### src/core/hca_pkg.sv
package hca_pkg;

	// Current and threshold scaling: one code step is 0.1 A
	localparam int              HCA_CUR_W        = 16;
	localparam int              HCA_THR_W        = 10;
	localparam int              HCA_NCH          = 2;
	localparam logic [9:0]      HCA_THR_ZERO     = 10'h000;  // 0.0 A
	localparam logic [9:0]      HCA_THR_MIN      = 10'h001;  // 0.1 A
	localparam logic [9:0]      HCA_THR_MAX      = 10'h1F3;  // 49.9 A
	localparam logic [9:0]      HCA_THR_FULL     = 10'h1F4;  // 50.0 A
	localparam logic [15:0]     HCA_SAT_LIMIT    = 16'h0226; // 55.0 A
	localparam logic [15:0]     HCA_SAT_CODE     = 16'hFFFF;

	// Password -169 in two's complement
	localparam logic [15:0]     HCA_PASSWORD     = 16'hFF57;

	// Alarm enables after reset: all three on
	localparam logic [2:0]      HCA_EN_RESET     = 3'h7;

	// Timing, in milliseconds, and the millisecond tick
	localparam int              HCA_CLK_HZ       = 40_000_000;
	localparam int              HCA_TICK_MS      = 1;
	localparam int              HCA_TICK_CYCLES  = HCA_CLK_HZ / 1000 * HCA_TICK_MS;
	localparam int              HCA_MIN_PULSE_MS = 100;
	localparam int              HCA_LONG_HOLD_MS = 3000;
	localparam int              HCA_STEP_HOLD_MS = 1000;
	localparam int              HCA_SHORT_MS     = 1000;
	localparam int              HCA_MS_W         = 12;

	typedef enum logic [1:0] {
		HCA_OPER,
		HCA_ADJ,
		HCA_INIT,
		HCA_ADV
	} hca_level_t;

	typedef struct packed {
		logic [9:0] open_thr;
		logic [9:0] short_thr;
		logic [9:0] oc_thr;
	} hca_thr_t;

	typedef struct packed {
		logic heater_open_alarm;
		logic heater_short_alarm;
		logic heater_overcurrent_alarm;
	} hca_alm_t;

	// Monitor code: a current above 55.0 A shows the saturated code
	function automatic logic [15:0] hca_sat(input logic [15:0] cur);
		hca_sat = (cur > HCA_SAT_LIMIT) ? HCA_SAT_CODE : cur;
	endfunction

endpackage

### src/core/hca_chan.sv
`timescale 1ns/10ps
module hca_chan
	import hca_pkg::*;
(
	input  wire logic        clk_in,
	input  wire logic        rstn_in,
	input  wire logic        sample_in,
	input  wire logic        heat_on_in,
	input  wire logic        on_ok_in,
	input  wire logic        off_ok_in,
	input  wire logic [15:0] cur_in,
	input  wire hca_thr_t    thr_in,
	input  wire hca_alm_t    en_in,
	output hca_alm_t         alm_out,
	output logic      [15:0] heat_mon_out,
	output logic      [15:0] leak_mon_out
);

	hca_alm_t    alm_q, alm_d;
	logic [15:0] hmon_q, hmon_d, lmon_q, lmon_d;
	logic        smp_on, smp_off;
	logic [15:0] thr_open, thr_short, thr_oc;

	assign smp_on    = sample_in && heat_on_in;
	assign smp_off   = sample_in && !heat_on_in;
	assign thr_open  = {6'h00, thr_in.open_thr};
	assign thr_short = {6'h00, thr_in.short_thr};
	assign thr_oc    = {6'h00, thr_in.oc_thr};

	// Alarm evaluation; a forced threshold wins over any sample, an unqualified sample keeps the last verdict
	always_comb begin
		alm_d  = alm_q;
		hmon_d = hmon_q;
		lmon_d = lmon_q;
		if (smp_on) hmon_d = hca_sat(cur_in);
		if (smp_off) lmon_d = hca_sat(cur_in);
		if (!en_in.heater_open_alarm) alm_d.heater_open_alarm = 1'b0;
		else if (thr_in.open_thr == HCA_THR_ZERO) alm_d.heater_open_alarm = 1'b0;
		else if (thr_in.open_thr >= HCA_THR_FULL) alm_d.heater_open_alarm = 1'b1;
		else if (smp_on && on_ok_in) alm_d.heater_open_alarm = (cur_in < thr_open);
		if (!en_in.heater_short_alarm) alm_d.heater_short_alarm = 1'b0;
		else if (thr_in.short_thr == HCA_THR_ZERO) alm_d.heater_short_alarm = 1'b1;
		else if (thr_in.short_thr >= HCA_THR_FULL) alm_d.heater_short_alarm = 1'b0;
		else if (smp_off && off_ok_in) alm_d.heater_short_alarm = (cur_in > thr_short);
		if (!en_in.heater_overcurrent_alarm) alm_d.heater_overcurrent_alarm = 1'b0;
		else if (thr_in.oc_thr == HCA_THR_ZERO) alm_d.heater_overcurrent_alarm = 1'b1;
		else if (thr_in.oc_thr >= HCA_THR_FULL) alm_d.heater_overcurrent_alarm = 1'b0;
		else if (smp_on && on_ok_in) alm_d.heater_overcurrent_alarm = (cur_in > thr_oc);
	end

	always_ff @(posedge clk_in or negedge rstn_in) begin
		if (!rstn_in) begin
			alm_q  <= '0;
			hmon_q <= 16'h0000;
			lmon_q <= 16'h0000;
		end else begin
			alm_q  <= alm_d;
			hmon_q <= hmon_d;
			lmon_q <= lmon_d;
		end
	end

	assign alm_out      = alm_q;
	assign heat_mon_out = hmon_q;
	assign leak_mon_out = lmon_q;
endmodule // hca_chan

### src/core/hca_top.sv
`timescale 1ns/10ps
// Function
// - Thresholds from 0.1 A to 49.9 A give normal detection.
// - Threshold 0.0: open alarm off, short and overcurrent alarms on.
// - Threshold 50.0: open alarm on, short and overcurrent alarms off.
// - Current above 55.0 A reads as monitor code FFFF.
// - Open alarm works only when enabled; one threshold per channel.
// - Open alarm enable resets to on.
// - Short alarm works only when enabled; one threshold per channel.
// - Short alarm enable resets to on.
// - Overcurrent alarm works only when enabled; one threshold per channel.
// - Overcurrent alarm enable resets to on.
// - Level key held three seconds in operation level enters initial setting level.
// - Advanced level entered from initial level only with password -169.
// - One-second holds step advanced to initial, then initial to operation.
// - Two short presses move operation level to adjustment level.
// - Heating on: current below open threshold raises open alarm.
// - Heating off: leakage above short threshold raises short alarm.
// - On or off times of 100 ms or less skip detection.
// - First alarm output ORs alarm 1 function with the three heater alarms.
module hca_top
	import hca_pkg::*;
#(
	parameter int TICK_CYCLES  = HCA_TICK_CYCLES,
	parameter int MIN_PULSE_MS = HCA_MIN_PULSE_MS,
	parameter int LONG_HOLD_MS = HCA_LONG_HOLD_MS,
	parameter int STEP_HOLD_MS = HCA_STEP_HOLD_MS,
	parameter int SHORT_MS     = HCA_SHORT_MS
) (
	input  wire logic                    clk_in,
	input  wire logic                    rstn_in,
	input  wire logic                    level_key_in,
	input  wire logic                    pw_valid_in,
	input  wire logic [15:0]             pw_value_in,
	input  wire logic                    en_wr_in,
	input  wire hca_alm_t                en_data_in,
	input  wire logic                    heat_in,
	input  wire logic                    first_alarm_output_func_in,
	input  wire logic                    sample_in,
	input  wire logic [HCA_NCH-1:0][15:0] cur_in,
	input  wire hca_thr_t [HCA_NCH-1:0]  thr_in,
	output hca_level_t                   level_out,
	output hca_alm_t                     en_out,
	output hca_alm_t                     alarm_out,
	output logic                         first_alarm_output_out,
	output logic [HCA_NCH-1:0][15:0]     heat_mon_out,
	output logic [HCA_NCH-1:0][15:0]     leak_mon_out
);

	localparam int TW = $clog2(TICK_CYCLES + 1);

	logic                    key_m_q, key_s_q, key_p_q;
	logic [TW-1:0]           tick_q, tick_d;
	logic                    tick;
	logic [HCA_MS_W-1:0]     hold_q, hold_d, pulse_q, pulse_d;
	logic                    armed_q, armed_d, shorts_q, shorts_d, heat_q;
	logic                    short_evt, long_go, step_go, pw_ok, on_ok, off_ok;
	hca_level_t              level_q, level_d;
	hca_alm_t                en_q, en_d, alm_q, alm_d;
	logic                    first_q, first_d;
	hca_alm_t [HCA_NCH-1:0]  ch_alm;

	// Key pin synchroniser; only key_s_q and later stages feed logic
	always_ff @(posedge clk_in or negedge rstn_in) begin
		if (!rstn_in) begin
			key_m_q <= 1'b0;
			key_s_q <= 1'b0;
		end else begin
			key_m_q <= level_key_in;
			key_s_q <= key_m_q;
		end
	end

	// Millisecond tick divider and the two millisecond counters
	always_comb begin
		tick   = (tick_q == TW'(TICK_CYCLES - 1));
		tick_d = tick ? '0 : tick_q + TW'(1);
		hold_d = hold_q;
		if (!key_s_q) hold_d = '0;
		else if (tick && hold_q != '1) hold_d = hold_q + HCA_MS_W'(1);
		pulse_d = pulse_q;
		if (heat_in != heat_q) pulse_d = '0;
		else if (tick && pulse_q <= HCA_MS_W'(MIN_PULSE_MS)) pulse_d = pulse_q + HCA_MS_W'(1);
	end

	// Skip detection until the current on or off interval passes 100 ms
	assign on_ok  = heat_in && (pulse_q > HCA_MS_W'(MIN_PULSE_MS));
	assign off_ok = !heat_in && (pulse_q > HCA_MS_W'(MIN_PULSE_MS));

	// Key gestures; a long hold disarms until release so one hold steps only one level
	assign short_evt = key_p_q && !key_s_q && armed_q && (hold_q < HCA_MS_W'(SHORT_MS));
	assign long_go   = armed_q && key_s_q && (hold_q >= HCA_MS_W'(LONG_HOLD_MS));
	assign step_go   = armed_q && key_s_q && (hold_q >= HCA_MS_W'(STEP_HOLD_MS));
	assign pw_ok     = pw_valid_in && (pw_value_in == HCA_PASSWORD);

	// Setting level machine
	always_comb begin
		level_d = level_q;
		case (level_q)
			HCA_OPER: begin
				if (long_go) level_d = HCA_INIT;
				else if (short_evt && shorts_q) level_d = HCA_ADJ;
			end
			HCA_ADJ: begin
				if (short_evt && shorts_q) level_d = HCA_OPER;
			end
			HCA_INIT: begin
				if (step_go) level_d = HCA_OPER;
				else if (pw_ok) level_d = HCA_ADV;
			end
			HCA_ADV: begin
				if (step_go) level_d = HCA_INIT;
			end
			default: level_d = HCA_OPER;
		endcase
		armed_d = armed_q;
		if (level_d != level_q && key_s_q) armed_d = 1'b0;
		else if (!key_s_q) armed_d = 1'b1;
		shorts_d = shorts_q;
		if (level_d != level_q || (key_s_q && hold_q >= HCA_MS_W'(SHORT_MS))) shorts_d = 1'b0;
		else if (short_evt) shorts_d = 1'b1;
	end

	// Enables change only in the advanced level, so a stray write elsewhere is ignored
	always_comb begin
		en_d = en_q;
		if (en_wr_in && level_q == HCA_ADV) en_d = en_data_in;
	end

	// One evaluator per current channel
	for (genvar g = 0; g < HCA_NCH; g++) begin : g_ch
		hca_chan u_chan (
			.clk_in       (clk_in),
			.rstn_in      (rstn_in),
			.sample_in    (sample_in),
			.heat_on_in   (heat_in),
			.on_ok_in     (on_ok),
			.off_ok_in    (off_ok),
			.cur_in       (cur_in[g]),
			.thr_in       (thr_in[g]),
			.en_in        (en_q),
			.alm_out      (ch_alm[g]),
			.heat_mon_out (heat_mon_out[g]),
			.leak_mon_out (leak_mon_out[g])
		);
	end

	// Alarm types combine channels; first alarm output merges alarm 1 function
	always_comb begin
		alm_d = '0;
		for (int i = 0; i < HCA_NCH; i++) alm_d = alm_d | ch_alm[i];
		first_d = first_alarm_output_func_in | (|alm_d);
	end

	always_ff @(posedge clk_in or negedge rstn_in) begin
		if (!rstn_in) begin
			tick_q   <= '0;
			hold_q   <= '0;
			pulse_q  <= '0;
			key_p_q  <= 1'b0;
			heat_q   <= 1'b0;
			armed_q  <= 1'b0;
			shorts_q <= 1'b0;
			level_q  <= HCA_OPER;
			en_q     <= HCA_EN_RESET;
			alm_q    <= '0;
			first_q  <= 1'b0;
		end else begin
			tick_q   <= tick_d;
			hold_q   <= hold_d;
			pulse_q  <= pulse_d;
			key_p_q  <= key_s_q;
			heat_q   <= heat_in;
			armed_q  <= armed_d;
			shorts_q <= shorts_d;
			level_q  <= level_d;
			en_q     <= en_d;
			alm_q    <= alm_d;
			first_q  <= first_d;
		end
	end

	assign level_out              = level_q;
	assign en_out                 = en_q;
	assign alarm_out              = alm_q;
	assign first_alarm_output_out = first_q;
endmodule // hca_top

### config.mk
export PLATFORM = sky130hd
export DESIGN_NAME = hca_top
export DESIGN_NICKNAME = d
export VERILOG_FILES = /design/src/core/hca_pkg.sv /design/src/core/hca_chan.sv /design/src/core/hca_top.sv
export SDC_FILE = /design/constraint.sdc
export NUM_CORES = 1
export LEC_CHECK = 0
export BUFFER_PORTS_ARGS = -buffer_cell sky130_fd_sc_hd__buf_2
export CAP_MARGIN = 20
export CORE_MARGIN = 4
export CORE_UTILIZATION = 50
export CTS_CLUSTER_SIZE = 12
export DETAILED_ROUTE_END_ITERATION = 10
export PLACE_DENSITY = 0.78
export SYNTH_ARGS = -nofsm -noshare
export SYNTH_HDL_FRONTEND = slang
export SYNTH_HIERARCHICAL = 1
export SYNTH_SLANG_ARGS = --single-unit
export TNS_END_PERCENT = 1
### constraint.sdc
create_clock -name clk_in -period 4.9 [get_ports clk_in]
set_input_delay 0 -clock clk_in [delete_from_list [all_inputs] [get_ports clk_in]]
set_output_delay 0 -clock clk_in [all_outputs]
set_load 0.01 [all_outputs]
* After elaboration in Yosys (flattened, before gate mapping) *
Index checks and enable logic that the tools add are counted.

word-level totals
  bits in latches = 0
  bits in writable memories = 0
  output and inout bits = 73
  register bits = 125
  ROM bits = 0
  logic and storage cells = 141
  input bits = 119
  memories = 0

operators by class
  bitwise gates (word level) = 2
  div/mod/pow operators = 0
  mux-type cells = 42
  reductions and logical operators = 32
  multipliers = 0
  add/subtract/negate cells = 3
  eq/ne operators = 16
  shift operators = 0
  magnitude comparators = 19

operators with widths
  cell                                                                                number
  16-bit by 10-bit greater-than comparator with 1-bit output                          4
  10-bit by 9-bit >= comparator with 1-bit output (second input constant)             6
  10-bit zero test                                                                    6
  12-bit 2-to-1 mux                                                                   4
  16-bit 2-to-1 mux                                                                   3
  16-bit equality test (second input constant)                                        2
  16-bit by 10-bit greater-than comparator with 1-bit output (second input constant)  2
  16-bit by 10-bit < comparator with 1-bit output                                     2
  1-bit 2-to-1 mux                                                                    28
  12-bit by 1-bit adder with 12-bit output (second input constant)                    2
  4-bit by 1-bit != test with 1-bit output (second input constant)                    6
  1-bit logical AND                                                                   19
  16-bit by 1-bit adder with 16-bit output (second input constant)                    1
  12-bit by 10-bit >= comparator with 1-bit output (second input constant)            1
  12-bit >= comparator (second input constant)                                        1
  12-bit by 7-bit greater-than comparator with 1-bit output (second input constant)   1
  12-bit by 7-bit <= comparator with 1-bit output (second input constant)             1
  12-bit by 10-bit < comparator with 1-bit output (second input constant)             1
  2-bit 2-to-1 mux                                                                    6
  12-bit != test (second input constant)                                              1
  2-bit case mux with 4 select lines                                                  1
  2-bit equality test (second input constant)                                         2
  2-bit by 1-bit != test with 1-bit output (second input constant)                    2
  2-bit nonzero test                                                                  2
  9 further kinds                                                                     10

* Depth between registers and ports, before layout *
  word-level depth = 11
  mapped depth = 11
  depth with buffers taken out = 11

* By module *
The synthesis kept the hierarchy.

by module, submodules not included
  module    seq. area each (µm²)  area each (µm²)  times used  cells each
  hca_chan  875.8                 2243.4           2           261
  hca_top   1380.1                2646.3           1           261

* Worst setup path before layout *
OpenSTA, ideal clock, no wires.

  path kind = register to register
  from = reg tick_q[13]
  to = reg pulse_q[5]
  setup time = 0.078 ns
  required time = 4.822 ns
  cell stages (with the launch flop) = 7
  clock period less this slack = 2.340 ns
  path slack = 2.560 ns
  arrival time = 2.262 ns
  buffers on the path = 1
  cells stage by stage = dfrtp_1 or4b_4 nor4_4 or4b_1 buf_2 or4_1 a21oi_1

between the ends
  longest elaborated chain between the ends = 3

ends and longest elaborated chain
  item                                 line            source
  start, declared                      hca_top.sv:53   logic [TW-1:0] tick_q, tick_d;
  start signal, assigned               hca_top.sv:169  tick_q <= tick_d;
  16-bit equality test                 hca_top.sv:76   tick = (tick_q == TW'(TICK_CYCLES - 1));
  1-bit logical AND                    hca_top.sv:83   else if (tick && pulse_q <= HCA_MS_W'(MIN_PULSE_MS)) pulse_d = pulse_q + HCA_MS_W'(1);
  2-bit nonzero test (no source line)  --
  end signal, assigned                 hca_top.sv:171  pulse_q <= pulse_d;
  end, declared                        hca_top.sv:55   logic [HCA_MS_W-1:0] hold_q, hold_d, pulse_q, pulse_d;

No other way between the ends.
A chain may end at the register's enable or synchronous reset.

* Worst setup path after layout *
  from = reg pulse_q[0]
  to = reg g_ch[0].u_chan.alm_q (netlist bit g_ch[0].u_chan/alm_out[0])

between the ends
  longest elaborated chain between the ends = 4

ends and longest elaborated chain
  item                                                       line            source
  12-bit by 7-bit greater-than comparator with 1-bit output  hca_top.sv:87   assign on_ok = heat_in && (pulse_q > HCA_MS_W'(MIN_PULSE_MS));
  1-bit logical AND                                          hca_top.sv:87
  net on_ok                                                  hca_top.sv:57   logic short_evt, long_go, step_go, pw_ok, on_ok, off_ok;
  1-bit logical AND                                          hca_chan.sv:48  else if (smp_on && on_ok_in) alm_d.heater_overcurrent_alarm = (cur_in > thr_oc);
  4-bit by 1-bit != test with 1-bit output (no source line)  --
  end signal, assigned                                       hca_chan.sv:57  alm_q <= alm_d;
  end, declared                                              hca_chan.sv:19  hca_alm_t alm_q, alm_d;

The timed path passes the listed nets, and every way through them passes these cells.

==> metrics.cfg <==
[status]
status=complete, no violations

[logic_synthesis]
yosys.area.top_type_share_pct=42.8
ys_seq_area_share_pct=43.9
syn_inst=783
synth_cell_types=55
netlist_area_um2=7130
ys_warn_count=6
synth_nets=965
synth-seq-cells=125
ys.flop_type=dfrtp_1
synth_top_area_cell=dfrtp_1
synth_edf_count=0
avgSynthCellArea_um2=9.11
async_flop_share_pct=100
synth.area.top_cells=dfrtp_1, ha_1, nand2_1, o21ai_0, inv_1

[placement]
dp.cells=1133
portBuffers=191
place_congestion=0.880
dp_hpwl_mm=14.1

[finish]
mostFrequentLayoutCell=buf_2
layout-area-overhead-vs-synth_pct=28.1
fin_cells=1196
layout-drive-gt1-share_pct=23.8
final_util_pct=65.6
layout_common_cells=buf_2, dfrtp_1, nand2_1, inv_1, o21ai_0
diodes=0
nets=1186

[grt]
overflow=0
grt_usage_pct=23.5
grt_pass1_wl_mm=30.8
antenna_found_initial=0
grt_pass1_vias=6466
grt_start_max_net_pins=84

[sta]
tightest_slew_ns=0.866
setup_viol=0
setup_tns_ns=0
fmax_mhz=310
relSlewSlack_pct=42.3
fin_crit_sh_pct=65.9
whs_ns=0.0174
rsz0062_at_grt=false
fin_crit_ns=3.23
slew_viol_final=0
hold_viol=0
finClkSkew_ns=0.00968

[setup_path]
worstPathArrival_ns=3.53
critPathKind=flop to flop
end_kind=flop
cp-start-kind=flop
critPathRequiredTime_ns=5.20
crit_path_max_fanout=4

[clock_network]
root_buffer=clkbuf_16
tritoncts=built
post_cts_resized=0
postCtsHoldBufs=31
cts_buffers=17
clkSlewWorstSetupHoldPaths_ns=0.05
clkSinkCount=125
postCtsSetupRepairBufs=0
clk_path_buf_depth=2
clock_latency_ns=0.42
htree_num_levels=4

[floorplan]
io_pins=192
start_util_pct=51.2
fp-row-count=43
die_w_um=127
core-area_um2=13900
dieArea_um2=16200
die_y_um=127

[drt]
ant_nets=0
routedWlPerCell_um=15.7
drcViolationCount=0
drt_iter0_markers=389
vias_per_cell=5.57
dr_total_vias=6659
routed_wl_mm=18.8
dr.pass1.iters=6

[min_path]
hold_class=input pin to flop

[power_and_ir_drop]
peakVddDrop_v=0.000233
power.density_nw_per_um2=304
p_leak_uw=0.00458

[flow_run]
maxCapViolations=0

worst paths after layout:
kind,cells past startpoint,slack [ns],to,from
worst min register to register,0,0.35,key_s_q$_DFF_PN0_,key_m_q$_DFF_PN0_
worst max-delay path,13,1.67,g_ch[0].u_chan/alm_out[0]$_DFFE_PN0P_,pulse_q[0]$_DFFE_PN0P_
worst max register to register,13,1.67,g_ch[0].u_chan/alm_out[0]$_DFFE_PN0P_,pulse_q[0]$_DFFE_PN0P_
min in group asynchronous,2,0.04,g_ch[1].u_chan/heat_mon_out[14]$_DFFE_PN0P_,rstn_in
worst min-delay path,3,0.02,g_ch[1].u_chan/heat_mon_out[2]$_DFFE_PN0P_,cur_in[18]
max in group asynchronous,3,3.99,tick_q[5]$_DFF_PN0_,rstn_in
cell families (layout without fill, tap and decap cells):
family	count (synthesis)	after routing	share of synthesized area, %
and+or+nand+nor	288	288	20.8
AOI/OAI and AO/OA	188	188	16.1
DFF	125	125	43.9
buffers and inverters	96	329	5.16
adders and majority gates	63	63	11.1
xor gates and xnor gates	18	18	2.21
muxes	5	5	0.754
report_power, final:
part / total (µW) / internal [µW] / switching (µW)
combinational: 434 / 189 / 245
clock: 1190 / 749 / 445
sequential: 1150 / 1100 / 46.5
total: 2780 / 2040 / 737
cell usage after synthesis, types with 8 or more instances:
cell      number
clkbuf_1      16
inv_1         74
dfrtp_1      122
ha_1          63
xor2_1         8
or4_1          9
a21oi_1       54
nor2_1        33
nand3_1       28
o31ai_1        9
nor3_1        14
nor2b_1        9
or3_1          8
a21o_1        14
xnor2_1       10
nand4_1       27
nand2_1      102
o21ai_0       65
nor4_1        20
through the flow:
stage               total power, µW  setup slack, ns  instance area (µm²)
floorplan                      1370             2.56                 7130
global placement               1570             2.42                 8230
detailed placement             1580             2.32                 8230
CTS                            2790             1.70                 9110
global route                   2910             1.36                 9140
finish                         2780             1.67                 9140
routing by layer:
metal	up-vias	global-route usage (%)	share of wire, %	wire length (µm)
li1	3250	-	-	-
met1	3155	30.3	43	8120
met2	202	38.3	48	9050
met3	52	5.35	5.3	989
met4	0	9.78	3.4	634
met5	-	0	0	0
sequential cells by signal, indices dropped and copies added (netlist names):
register and count:
g_ch.u_chan/heat_mon_out 32, g_ch.u_chan/leak_mon_out 32, tick_q 16, hold_q 12
pulse_q 12, g_ch.u_chan/alm_out 6, alarm_out 3, en_out 3
level_out 2, armed_q 1, first_alarm_output_out 1, heat_q 1
key_m_q 1, key_p_q 1, key_s_q 1, shorts_q 1
cell type report:
class / instances / area, µm²
fill: 1130 / 4800
tap: 180 / 225
sequential: 125 / 3130
clock inverter: 13 / 125
multi-input combinational: 562 / 3630
timing repair buffer: 224 / 1300
inverter: 74 / 278
clock buffer: 18 / 439
critical path, stage by stage, from the launching register on:
cell and delay, ns:
dfrtp_1 0.40, inv_1 0.11, ha_1 0.15, nor2b_1 0.04, o311a_1 0.31, nor2_1 0.25
nor2b_1 0.13, and3_1 0.21, o22ai_1 0.17, nor2_1 0.05, o21ai_0 0.12, dlygate4sd3_1 0.56
a21oi_1 0.04, dlygate4sd3_1 0.56
Power figures use the tool's default switching activity.
